===== src/tris_pkg.sv =====
package tris_pkg;

	// register offsets on the parallel control port
	localparam logic [7:0] OFS_INFO3_A = 8'h10;
	localparam logic [7:0] OFS_INFO2_A = 8'h31;
	localparam logic [7:0] OFS_INFO1_B = 8'hc2;
	localparam logic [7:0] OFS_INFO2_B = 8'hd1;

	// internal register slots
	localparam logic [1:0] IDX_3A = 2'h0;
	localparam logic [1:0] IDX_2A = 2'h1;
	localparam logic [1:0] IDX_1B = 2'h2;
	localparam logic [1:0] IDX_2B = 2'h3;

	// assigned bits per register; the rest read as zero
	localparam logic [7:0] MASK_3A = 8'hf9;
	localparam logic [7:0] MASK_2A = 8'he4;
	localparam logic [7:0] MASK_1B = 8'he7;
	localparam logic [7:0] MASK_2B = 8'ha4;
	localparam logic [7:0] INFO_RESET = 8'h00;

	// field positions, first information register
	localparam int B_ALIGN = 7;
	localparam int B_ZERO8 = 6;
	localparam int B_ZERO16 = 5;
	localparam int B_SEVERE = 2;
	localparam int B_BIPOLAR = 1;
	localparam int B_FBE = 0;
	// second information register
	localparam int B_SYNC = 7;
	localparam int B_LINE_REST = 6;
	localparam int B_FR_REST = 5;
	localparam int B_BLUE_CLR = 2;
	// third information register
	localparam int B_LVL_HI = 7;
	localparam int B_LVL_LO = 6;
	localparam int B_JITTER = 5;
	localparam int B_CLK_LOST = 4;
	localparam int B_LINE_LOST = 3;
	localparam int B_AIS_CI = 0;

	// counts and timing
	localparam logic [4:0] ZERO8_LEN = 5'h08;
	localparam logic [4:0] ZERO16_LEN = 5'h10;
	localparam int SEF_ERRS = 2;
	localparam logic [7:0] LINE_LOSS_ZEROS = 8'hc0;
	localparam logic [6:0] LINE_ONES = 7'h0e;
	localparam int LINE_WIN = 112;
	localparam int CLK_PERIOD_NS = 5;
	localparam int CLK_LOST_NS = 3000;
	localparam logic [9:0] CLK_LOST_CYC =
		10'(CLK_LOST_NS / CLK_PERIOD_NS);

	typedef struct packed {
		logic [7:0] addr;
		logic [7:0] wdata;
		logic wr;
		logic rd;
	} tris_host_bus_type;

	typedef struct packed {
		logic in_sync;
		logic carrier_lost;
		logic blue_alarm_status;
		logic jitter_fifo_near_limit;
		logic ais_ci_pattern;
		logic [1:0] rx_level;
	} tris_framer_a_type;

	typedef struct packed {
		logic alignment_changed;
		logic in_sync;
		logic carrier_lost;
		logic blue_alarm_status;
		logic bit_valid;
		logic fbit_valid;
		logic fbit_err;
	} tris_framer_b_type;

	typedef struct packed {
		logic [3:0][7:0] lat;
		logic [3:0][7:0] hold;
		logic [7:0] rdata;
		logic [4:0] zrun;
		logic [5:0] fb_hist;
		logic [7:0] cw_pos;
		logic [7:0] cw_neg;
		logic last_pol;
		logic [7:0] lzeros;
		logic [LINE_WIN-1:0] lwin;
		logic [6:0] lones;
		logic line_lost;
		logic clk_prev;
		logic [9:0] clk_cnt;
		logic a_sync;
		logic a_fcl;
		logic a_blue;
		logic b_sync;
		logic b_fcl;
		logic b_blue;
	} tris_state_type;

endpackage : tris_pkg


===== src/tris_info.sv =====
// Function
// - Set alignment-changed flag when a resync moves frame boundaries.
// - Set eight-zero flag once eight zeros in a row arrive, once per run.
// - Set sixteen-zero flag once sixteen zeros arrive in a row.
// - Flag severe framing error when two of six framing bits are wrong.
// - Flag bipolar substitution code word whatever line coding is set.
// - Set framing bit error flag on every wrong framing bit.
// - Set sync-regained flag when the framer gains sync; hold until read.
// - Framer A only: flag line carrier restored; hold until read.
// - Each framer: flag framer carrier restored; hold until read.
// - Flag blue alarm cleared when all-ones stops; hold until read.
// - Unassigned bits may read any value; here they read zero.
// - Set jitter limit flag when the FIFO comes within four bits of limit.
// - Flag lost receive clock after about 3 us without a transition.
// - Declare line carrier loss after 192 consecutive line zeros.
// - Clear line carrier loss only with 14 ones within 112 bits.
// - Set AIS-CI flag when the AIS-CI pattern is received.
// - Report receive level as two bits at the top of register three.
// - Level codes: 00 high, 01 to -15 dB, 10 to -22.5, 11 lower.
// - Latched bits stay set until read, then clear until the event recurs.
// - AIS-CI flag sets only while blue alarm status is set.
`timescale 1ns/10ps

module tris_info (
	// clock and reset
	input logic i_core_clk,
	input logic i_rst,
	// parallel control port
	input tris_pkg::tris_host_bus_type i_bus,
	output logic [7:0] o_rdata,
	// framer status and events
	input tris_pkg::tris_framer_a_type i_fa,
	input tris_pkg::tris_framer_b_type i_fb,
	// receive data and clock
	input logic i_framer_b_rx_positive,
	input logic i_framer_b_rx_negative,
	input logic i_framer_a_rx_clock_in,
	// line receive bits, one per i_line_bit_valid
	input logic i_line_bit_valid,
	input logic i_line_rx_tip,
	input logic i_line_rx_ring
);

	tris_pkg::tris_state_type r;
	tris_pkg::tris_state_type n;

	// returns {hit, slot}
	function automatic logic [2:0] decode_addr(input logic [7:0] a);
		case (a)
			tris_pkg::OFS_INFO3_A: decode_addr = {1'b1, tris_pkg::IDX_3A};
			tris_pkg::OFS_INFO2_A: decode_addr = {1'b1, tris_pkg::IDX_2A};
			tris_pkg::OFS_INFO1_B: decode_addr = {1'b1, tris_pkg::IDX_1B};
			tris_pkg::OFS_INFO2_B: decode_addr = {1'b1, tris_pkg::IDX_2B};
			default: decode_addr = 3'h0;
		endcase
	endfunction : decode_addr

	function automatic logic [7:0] valid_bits(input logic [1:0] idx);
		case (idx)
			tris_pkg::IDX_3A: valid_bits = tris_pkg::MASK_3A;
			tris_pkg::IDX_2A: valid_bits = tris_pkg::MASK_2A;
			tris_pkg::IDX_1B: valid_bits = tris_pkg::MASK_1B;
			default: valid_bits = tris_pkg::MASK_2B;
		endcase
	endfunction : valid_bits

	// window bit 0 is newest: 0 0 0 V B 0 V B, oldest first
	function automatic logic is_code_word(input logic [7:0] p,
		input logic [7:0] m, input logic pol);
		logic [7:0] mark;
		mark = p | m;
		is_code_word = (mark == 8'h1b) && (p[4] == pol) &&
			(p[3] == !pol) && (p[1] == !pol) && (p[0] == pol);
	endfunction : is_code_word

	logic [2:0] dec;
	logic [3:0][7:0] set;
	logic [3:0][7:0] clr;
	logic bit_zero;
	logic line_one;

	always_comb begin
		n = r;
		set = '0;
		clr = '0;
		dec = decode_addr(i_bus.addr);
		bit_zero = !i_framer_b_rx_positive && !i_framer_b_rx_negative;
		line_one = i_line_rx_tip | i_line_rx_ring;

		if (i_fb.bit_valid) begin
			if (!bit_zero) begin
				n.zrun = 5'h00;
			end else if (r.zrun != tris_pkg::ZERO16_LEN) begin
				n.zrun = r.zrun + 5'h01;
			end
			if (bit_zero && n.zrun == tris_pkg::ZERO8_LEN) begin
				set[tris_pkg::IDX_1B][tris_pkg::B_ZERO8] = 1'b1;
			end
			if (bit_zero && r.zrun == tris_pkg::ZERO16_LEN - 5'h01) begin
				set[tris_pkg::IDX_1B][tris_pkg::B_ZERO16] = 1'b1;
			end
			n.cw_pos = {r.cw_pos[6:0], i_framer_b_rx_positive};
			n.cw_neg = {r.cw_neg[6:0], i_framer_b_rx_negative};
			if (r.cw_pos[7] | r.cw_neg[7]) begin
				n.last_pol = r.cw_pos[7];
			end
			// coding mode is deliberately not consulted
			if (is_code_word(n.cw_pos, n.cw_neg, n.last_pol)) begin
				set[tris_pkg::IDX_1B][tris_pkg::B_BIPOLAR] = 1'b1;
			end
		end

		if (i_fb.fbit_valid) begin
			n.fb_hist = {r.fb_hist[4:0], i_fb.fbit_err};
			set[tris_pkg::IDX_1B][tris_pkg::B_FBE] = i_fb.fbit_err;
			if ($countones(n.fb_hist) >= tris_pkg::SEF_ERRS) begin
				set[tris_pkg::IDX_1B][tris_pkg::B_SEVERE] = 1'b1;
			end
		end

		set[tris_pkg::IDX_1B][tris_pkg::B_ALIGN] = i_fb.alignment_changed;

		set[tris_pkg::IDX_2A][tris_pkg::B_SYNC] = i_fa.in_sync && !r.a_sync;
		set[tris_pkg::IDX_2B][tris_pkg::B_SYNC] = i_fb.in_sync && !r.b_sync;
		set[tris_pkg::IDX_2A][tris_pkg::B_FR_REST] =
			!i_fa.carrier_lost && r.a_fcl;
		set[tris_pkg::IDX_2B][tris_pkg::B_FR_REST] =
			!i_fb.carrier_lost && r.b_fcl;
		set[tris_pkg::IDX_2A][tris_pkg::B_BLUE_CLR] =
			!i_fa.blue_alarm_status && r.a_blue;
		set[tris_pkg::IDX_2B][tris_pkg::B_BLUE_CLR] =
			!i_fb.blue_alarm_status && r.b_blue;
		n.a_sync = i_fa.in_sync;
		n.b_sync = i_fb.in_sync;
		n.a_fcl = i_fa.carrier_lost;
		n.b_fcl = i_fb.carrier_lost;
		n.a_blue = i_fa.blue_alarm_status;
		n.b_blue = i_fb.blue_alarm_status;

		set[tris_pkg::IDX_3A][tris_pkg::B_JITTER] =
			i_fa.jitter_fifo_near_limit;
		set[tris_pkg::IDX_3A][tris_pkg::B_AIS_CI] =
			i_fa.ais_ci_pattern && i_fa.blue_alarm_status;

		// receive clock watchdog; pin sampled as a plain input
		n.clk_prev = i_framer_a_rx_clock_in;
		if (i_framer_a_rx_clock_in != r.clk_prev) begin
			n.clk_cnt = 10'h000;
		end else if (r.clk_cnt != tris_pkg::CLK_LOST_CYC) begin
			n.clk_cnt = r.clk_cnt + 10'h001;
		end
		set[tris_pkg::IDX_3A][tris_pkg::B_CLK_LOST] =
			(r.clk_cnt == tris_pkg::CLK_LOST_CYC);

		// line side: zero run and sliding ones window
		if (i_line_bit_valid) begin
			n.lwin = {r.lwin[tris_pkg::LINE_WIN-2:0], line_one};
			n.lones = r.lones + {6'h00, line_one} -
				{6'h00, r.lwin[tris_pkg::LINE_WIN-1]};
			if (line_one) begin
				n.lzeros = 8'h00;
			end else if (r.lzeros != tris_pkg::LINE_LOSS_ZEROS) begin
				n.lzeros = r.lzeros + 8'h01;
			end
			if (!r.line_lost && !line_one &&
				r.lzeros == tris_pkg::LINE_LOSS_ZEROS - 8'h01) begin
				n.line_lost = 1'b1;
			end
			// recovery needs 14 ones in the window
			if (r.line_lost && n.lones >= tris_pkg::LINE_ONES) begin
				n.line_lost = 1'b0;
			end
		end
		// alarm bit stays set while the loss persists
		set[tris_pkg::IDX_3A][tris_pkg::B_LINE_LOST] = r.line_lost;
		// line carrier restored, framer A only
		set[tris_pkg::IDX_2A][tris_pkg::B_LINE_REST] =
			r.line_lost && !n.line_lost;

		// mask write refreshes held copy and clears those bits
		if (i_bus.wr && dec[2]) begin
			n.hold[dec[1:0]] = (r.hold[dec[1:0]] & ~i_bus.wdata) |
				(r.lat[dec[1:0]] & i_bus.wdata);
			clr[dec[1:0]] = i_bus.wdata;
		end
		// unmapped and unassigned bits read zero
		if (i_bus.rd) begin
			n.rdata = dec[2] ?
				(r.hold[dec[1:0]] & valid_bits(dec[1:0])) : 8'h00;
		end

		// set wins over a same-cycle clear
		for (int k = 0; k < 4; k++) begin
			n.lat[k] = ((r.lat[k] & ~clr[k]) | set[k]) &
				valid_bits(2'(k));
		end
		n.lat[tris_pkg::IDX_3A][tris_pkg::B_LVL_HI:tris_pkg::B_LVL_LO] =
			i_fa.rx_level;
	end

	always_ff @(posedge i_core_clk) begin
		if (i_rst) begin
			r <= '0;
		end else begin
			r <= n;
		end
	end

	assign o_rdata = r.rdata;
endmodule : tris_info


===== config.mk =====
export PLATFORM = sky130hd
export DESIGN_NAME = tris_info
export DESIGN_NICKNAME = d
export VERILOG_FILES = /design/src/tris_pkg.sv /design/src/tris_info.sv
export SDC_FILE = /design/constraint.sdc
export NUM_CORES = 1
export LEC_CHECK = 0
export BUFFER_PORTS_ARGS = -buffer_cell sky130_fd_sc_hd__buf_2
export CORE_UTILIZATION = 66
export DETAILED_ROUTE_END_ITERATION = 6
export PLACE_DENSITY = 0.9
export REMOVE_ABC_BUFFERS = 1
export SYNTH_ARGS = -nofsm -noshare
export SYNTH_HDL_FRONTEND = slang
export SYNTH_SLANG_ARGS = --single-unit

===== constraint.sdc =====
create_clock -name i_core_clk -period 5.3 [get_ports i_core_clk]
set_input_delay 0.265 -clock i_core_clk [delete_from_list [all_inputs] [get_ports i_core_clk]]
set_output_delay 0.265 -clock i_core_clk [all_outputs]
set_load 0.02 [all_outputs]

==> run metrics, run 1 <==
Synth Instances=1017; first-pass GRT wire length=31600 µm; post-route ant nets=0; vias in the first global route=approximately 7000; Tcrit/Tclk final=0.4900; post-DR vias/cell=about 6.0; Critical Path AT=3020 ps; WHS Path Cells=2; Clock Tree Root=clkbuf_16; Synth async-reset ratio=0; drt pass-1 iters=6; post-synth top area share=0.4745; Min-Delay Path Class=in2reg; post-place setup slack=about 2500 ps; worst stage delay on the critical path=440 ps; total gr overflow=0; post-DP HPWL=around 12000 µm; detailed-route DRC error count=0; Lkg Pwr=between 4 and 5 nW; post-CTS resize count=0; outcome=completed; Top Family by Delay on Critical Path=compound AO/OA/AOI/OAI gates; Synth Cell Area=9746 µm²; setup tns final=0 ps; DR vias=around 7400; WP depth=8; share of cells above drive strength 1=0.1073; Max clock buf depth=3; htree depth=1; CP bufs+invs=0; CTS tree=yes; starting density of the core=0.6731; synthesized area per cell=around 9.6 µm²; Setup crit start kind=flop; aggregate routed wire length=a little under 20000 µm; wire length per cell=around 16 µm; Peak VDD IR=~0.28 mV; Distinct cells, synth=73; RD Place Congestion=0.8746; # Max-Cap Violations=0; Hold Violations, Final=0; Core Area=between 10000 and 15000 µm²; most common cell after layout, fill and taps aside=dfxtp_1; Clock transition at path regs=60 ps; worst-path maximum fanout=4; R2R setup slack=2700 ps; commonest cells after routing, fill and taps aside=231 x dfxtp_1, 186 x nor2_1, 139 x mux2i_1; io pins=48; fin. max-slew vios=0; number of antenna violations at the first check in global routing=0; # setup viols final=0; CP cell instances=xnor2_1 > ha_1 > fa_1 > a211oi_2 > o21a_1 > o311ai_1 > a2111o_1 > a311oi_1; CP max-delay cell=fa_1; IO buf count=47; Main synth FF type=dfxtp_1; Area growth syn-to-layout=11.61%; setup ws final=between 2000 and 3000 ps; CP Capture Type=flop; FF+latch count, synth=between 200 and 250; post-synth top area cell=dfxtp_1; Synth area leaders=dfxtp_1 47%, mux2i_1 14%, nor2_1 7.2%; nets=1094; PD cells=between 300 and 400 nW/µm²; die height=123.5 µm; starting DRC count in detailed routing=a little under 700; Post-synth EDFFs=0; Critical Path RT=around 5700 ps; Total Die Area=15260 µm²; clk_lat worst skew=between 500 and 600 ps; clk sinks=231; FP Rows=44; Setup CP Type=reg2reg; Synth warnings=0; fmax=between 300 and 400 MHz; Die X=123.5 µm; Tmin final=approximately 2600 ps; Max-slew headroom=0.3168; Fin Clk Skew=14.99 ps; All-Layer GR Usage=0.2549; ant diodes=0; R2R depth=8; measured slew at the worst slew-check pin=roughly 1000 ps; sequential fraction of the synthesis area=0.4745; largest net degree at the start of global routing=135; RSZ-0062 raised after global routing=no; cts bufs inserted=24
[power by group]
group	switching [mW]	internal, mW
clock network	0.678	1.08
registers	0.0198	1.76
logic	0.183	0.126
total	0.881	2.97
[path summary, 6_finish.rpt]
kind,from,to
worst max-delay path,r[136]$_SDFFE_PP0P_,r[17]$_SDFF_PP0_
worst min-delay path,i_fa[4],r[3]$_SDFF_PP0_
worst max register to register,r[136]$_SDFFE_PP0P_,r[17]$_SDFF_PP0_
worst min register to register,r[217]$_SDFF_PP0_,r[217]$_SDFF_PP0_
[synthesized netlist by cell type (16+ instances only)]
library cell	number
dfxtp_1	231
nor2_1	186
mux2i_1	139
clkbuf_1	40
nand2_1	40
a21oi_1	36
inv_1	33
nand3_1	27
nand3b_1	21
o21ai_0	21
and3_1	16
[cells by family (layout without fill, tap and decap cells)]
family	Yosys count	after routing	synth area share
buffers and inverters	98	134	0.04570
XOR/XNOR	16	16	0.01438
adder cells (fa/ha/maj)	17	17	0.02491
AO/OA/AOI/OAI	145	145	0.1063
AND/OR/NAND/NOR	371	371	0.1914
multiplexers	139	139	0.1428
flip-flops	231	231	0.4745
[state kept, by name, indices dropped and copies added (netlist names)]
signal,cells
o_rdata,8
r,223
[stage by stage]
stage / std cells / cell area [µm²] / hold WS (ps) / power (mW) / util
after floorplan: 952 / 9424 / 329.6 / 1.992 / -
after global placement: 1186 / 9937 / 440.3 / 2.099 / 0.6863
final: 1237 / 10880 / 10.65 / 3.849 / 0.7512
after CTS: 1237 / 10880 / 6.064 / 3.867 / 0.7512
after global routing: 1237 / 10880 / 18.31 / 3.983 / 0.7512
after detailed placement: 1186 / 9937 / 447.9 / 2.109 / 0.6863
[area by class of cell]
type	instances	area, µm²
flip-flops and latches	231	4624
clock inverters	9	145.1
multi-input cells	688	4676
clock buffers	33	704.4
repair buffers	59	372.9
fillers	1000	3602
inverters	33	123.9
well taps	184	230.2
[metal layers]
| layer | track usage | wire, µm | share of wire |
|---|---|---|---|
| met1 | 0.3165 | 8146 | 0.42 |
| met2 | 0.4452 | 9517 | 0.50 |
| met3 | 0.05028 | 1174 | 0.061 |
| met4 | 0.07681 | 383 | 0.020 |
| met5 | 0 | 0 | 0 |
[what timing repair did]
action,in CTS,in global routing
hold buffers,9,0
endpoints found under the hold margin,9,0
buffers inserted,0,0
(Power assumes the default switching activity.)
==> run 2, diff against run 1 <==
--- a/config.mk
+++ b/config.mk
@@ -6,9 +6,9 @@
 export NUM_CORES = 1
 export LEC_CHECK = 0
 export BUFFER_PORTS_ARGS = -buffer_cell sky130_fd_sc_hd__buf_2
-export CORE_UTILIZATION = 66
+export CORE_UTILIZATION = 55
 export DETAILED_ROUTE_END_ITERATION = 6
-export PLACE_DENSITY = 0.9
+export PLACE_DENSITY = 0.81
 export REMOVE_ABC_BUFFERS = 1
 export SYNTH_ARGS = -nofsm -noshare
 export SYNTH_HDL_FRONTEND = slang
==> constraint.sdc (replaced) <==
create_clock -name i_core_clk -period 2.3 [get_ports i_core_clk]
set_input_delay 0.115 -clock i_core_clk [delete_from_list [all_inputs] [get_ports i_core_clk]]
set_output_delay 0.115 -clock i_core_clk [all_outputs]
set_load 0.02 [all_outputs]
==> run 2 against run 1 <==
The run now ends with setup timing left. Die area grew 20%. Utilization shrank 8.7 points. Hold slack improved by 30 ps. Sequential share of layout area shrank 2.2 points. Combinational power rose to 2.8 times the previous value. Count of clock-buffer cells in the layout decreased by 2. Routed wire length is 3.6% higher. Sequential cell count unchanged. Design area increased by 5.7%. Final cell count increased by 8.1%. Global-route usage is 3.5 points lower. Critical path type unchanged. Largest power group unchanged.
==> run metrics, run 2 (synthesis gave the netlist of run 1 again) <==
outcome=complete, but fails checks; failing checks=setup timing; starting density of the core=0.5634; RSZ-0062 raised after global routing=yes; share of cells above drive strength 1=0.1403; Tcrit/Tclk final=1.009; worst-path maximum fanout=3; post-DR vias/cell=approximately 5.6; wire length per cell=14.90 µm; Critical Path AT=~2700 ps; total gr overflow=0; most common cell after layout, fill and taps aside=dfxtp_1; die height=135.1 µm; # setup viols final=2; Die X=about 140 µm; post-route ant nets=0; CP Capture Type=flop; IO buf count=47; io pins=between 40 and 50; # Max-Cap Violations=0; Fin Clk Skew=12.91 ps; CP max-delay cell=fa_1; Critical Path RT=roughly 2700 ps; DR vias=between 7000 and 8000; total power=between 8 and 9 mW; detailed-route DRC error count=0; fin. max-slew vios=0; nets=1153; RD Place Congestion=0.8628; PD cells=777.4 nW/µm²; Max-slew headroom=0.6701; first-pass GRT wire length=approximately 33000 µm; Core Area=around 17000 µm²; cts bufs inserted=24; starting DRC count in detailed routing=approximately 460; Area growth syn-to-layout=17.92%; Most common cell on crit path=fa_1; vias in the first global route=around 7100; Total Die Area=about 18000 µm²; post-DP HPWL=between 10000 and 15000 µm; Setup CP Type=reg2reg; max reg flops=~220; Min-Delay Path Class=in2reg; aggregate routed wire length=19920 µm; Setup crit start kind=flop; Clock transition at path regs=60 ps; clk sinks=~230; area of the multi-input gates=roughly 4700 µm²; Reg with most FFs=r; Clock Tree Root=clkbuf_16; Max clock buf depth=3; Peak VDD IR=0.5859 mV; Hold Violations, Final=0; largest net degree at the start of global routing=between 50 and 60; number of antenna violations at the first check in global routing=0; Layout fillers=1335; drt pass-1 iters=5; fmax=between 400 and 500 MHz; worst stage delay on the critical path=510 ps; All-Layer GR Usage=0.2203; FF+latch area=4628 µm²; ant diodes=0; setup ws final=-20.52 ps; commonest cells after routing, fill and taps aside=228 x dfxtp_1, 186 x nor2_1, 139 x mux2i_1; fin util=0.6644; clk_lat worst skew=510 ps; measured slew at the worst slew-check pin=approximately 500 ps; Tmin final=~2300 ps; CP cell instances=fa_1 > inv_1 > fa_1 > nand2b_4 > fa_1 > nand2_1 > a22oi_2 > nor2_1; FP Rows=48; htree depth=1; Lkg Pwr=~4.8 nW; CTS tree=yes
run 2: cell count changes in the layout (fill, tap and decap cells not counted), sizes merged:
cell	delta
clkinv	+1
inv	+1
buf	+34
clkbuf	-2
dlygate4sd3	+25
run 2: layout make-up:
class,instances,share of cell area
Tap cell,225,0.02450
Timing Repair Buffer,118,0.08111
Clock inverter,11,0.01187
Clock buffer,31,0.05901
Sequential cell,231,0.4027
Multi-Input combinational cell,688,0.4100
Inverter,33,0.01078
run 2: metal layers:
layer / GRT usage / part of all wire
met4: 0.08989 / 0.035
met2: 0.3709 / 0.47
met3: 0.03378 / 0.052
met1: 0.2813 / 0.45
met5: 0 / 0
run 2: timing repair:
action,4_1_cts,5_1_grt
gates resized for setup,6,7
endpoints found under the hold margin,63,0
hold buffers,34,0
setup buffers,1,1
pin swaps,5,6
setup endpoints to repair,3,4
run 2: worst max-delay path: cells and delay by family, from the launching register on:
kind            cells  cell delay [ps]
compound gates      1              120
buf+inv             1               50
fa+ha+maj           3             1420
simple gates        3              270
flops               1              340
run 2: where the power goes:
group / total [mW] / internal [mW] / switching [mW]
Clock: 3.96 / 2.41 / 1.55
Sequential: 4.11 / 4.07 / 0.0455
Combinational: 0.865 / 0.418 / 0.448
run 2: stage by stage:
step | setup slack [ps] | instance area, µm² | setup TNS, ps | hold slack, ps | instances
floorplan | 2.360 | 9424 | 0 | 179.6 | 952
global placement | -170.2 | 10280 | -264.3 | 321.3 | 1259
detailed placement | -219.8 | 10280 | -351.3 | 328.5 | 1259
CTS | -0.8393 | 11460 | -0.8393 | 26.24 | 1336
global route | -131.1 | 11490 | -270.2 | 61.43 | 1337
finish | -20.52 | 11490 | -29.08 | 40.96 | 1337
run 2: final timing paths:
check	startpoint	to	slack, ps	cells past startpoint
hold reg to reg	r[190]$_SDFFE_PP0P_	r[190]$_SDFFE_PP0P_	460	2
setup reg to reg	r[162]$_SDFFE_PP0P_	r[231]$_SDFF_PP0_	-20	8
hold / removal	i_line_rx_tip	r[25]$_SDFFE_PP0P_	40	4
setup / recovery	r[162]$_SDFFE_PP0P_	r[231]$_SDFF_PP0_	-20	8
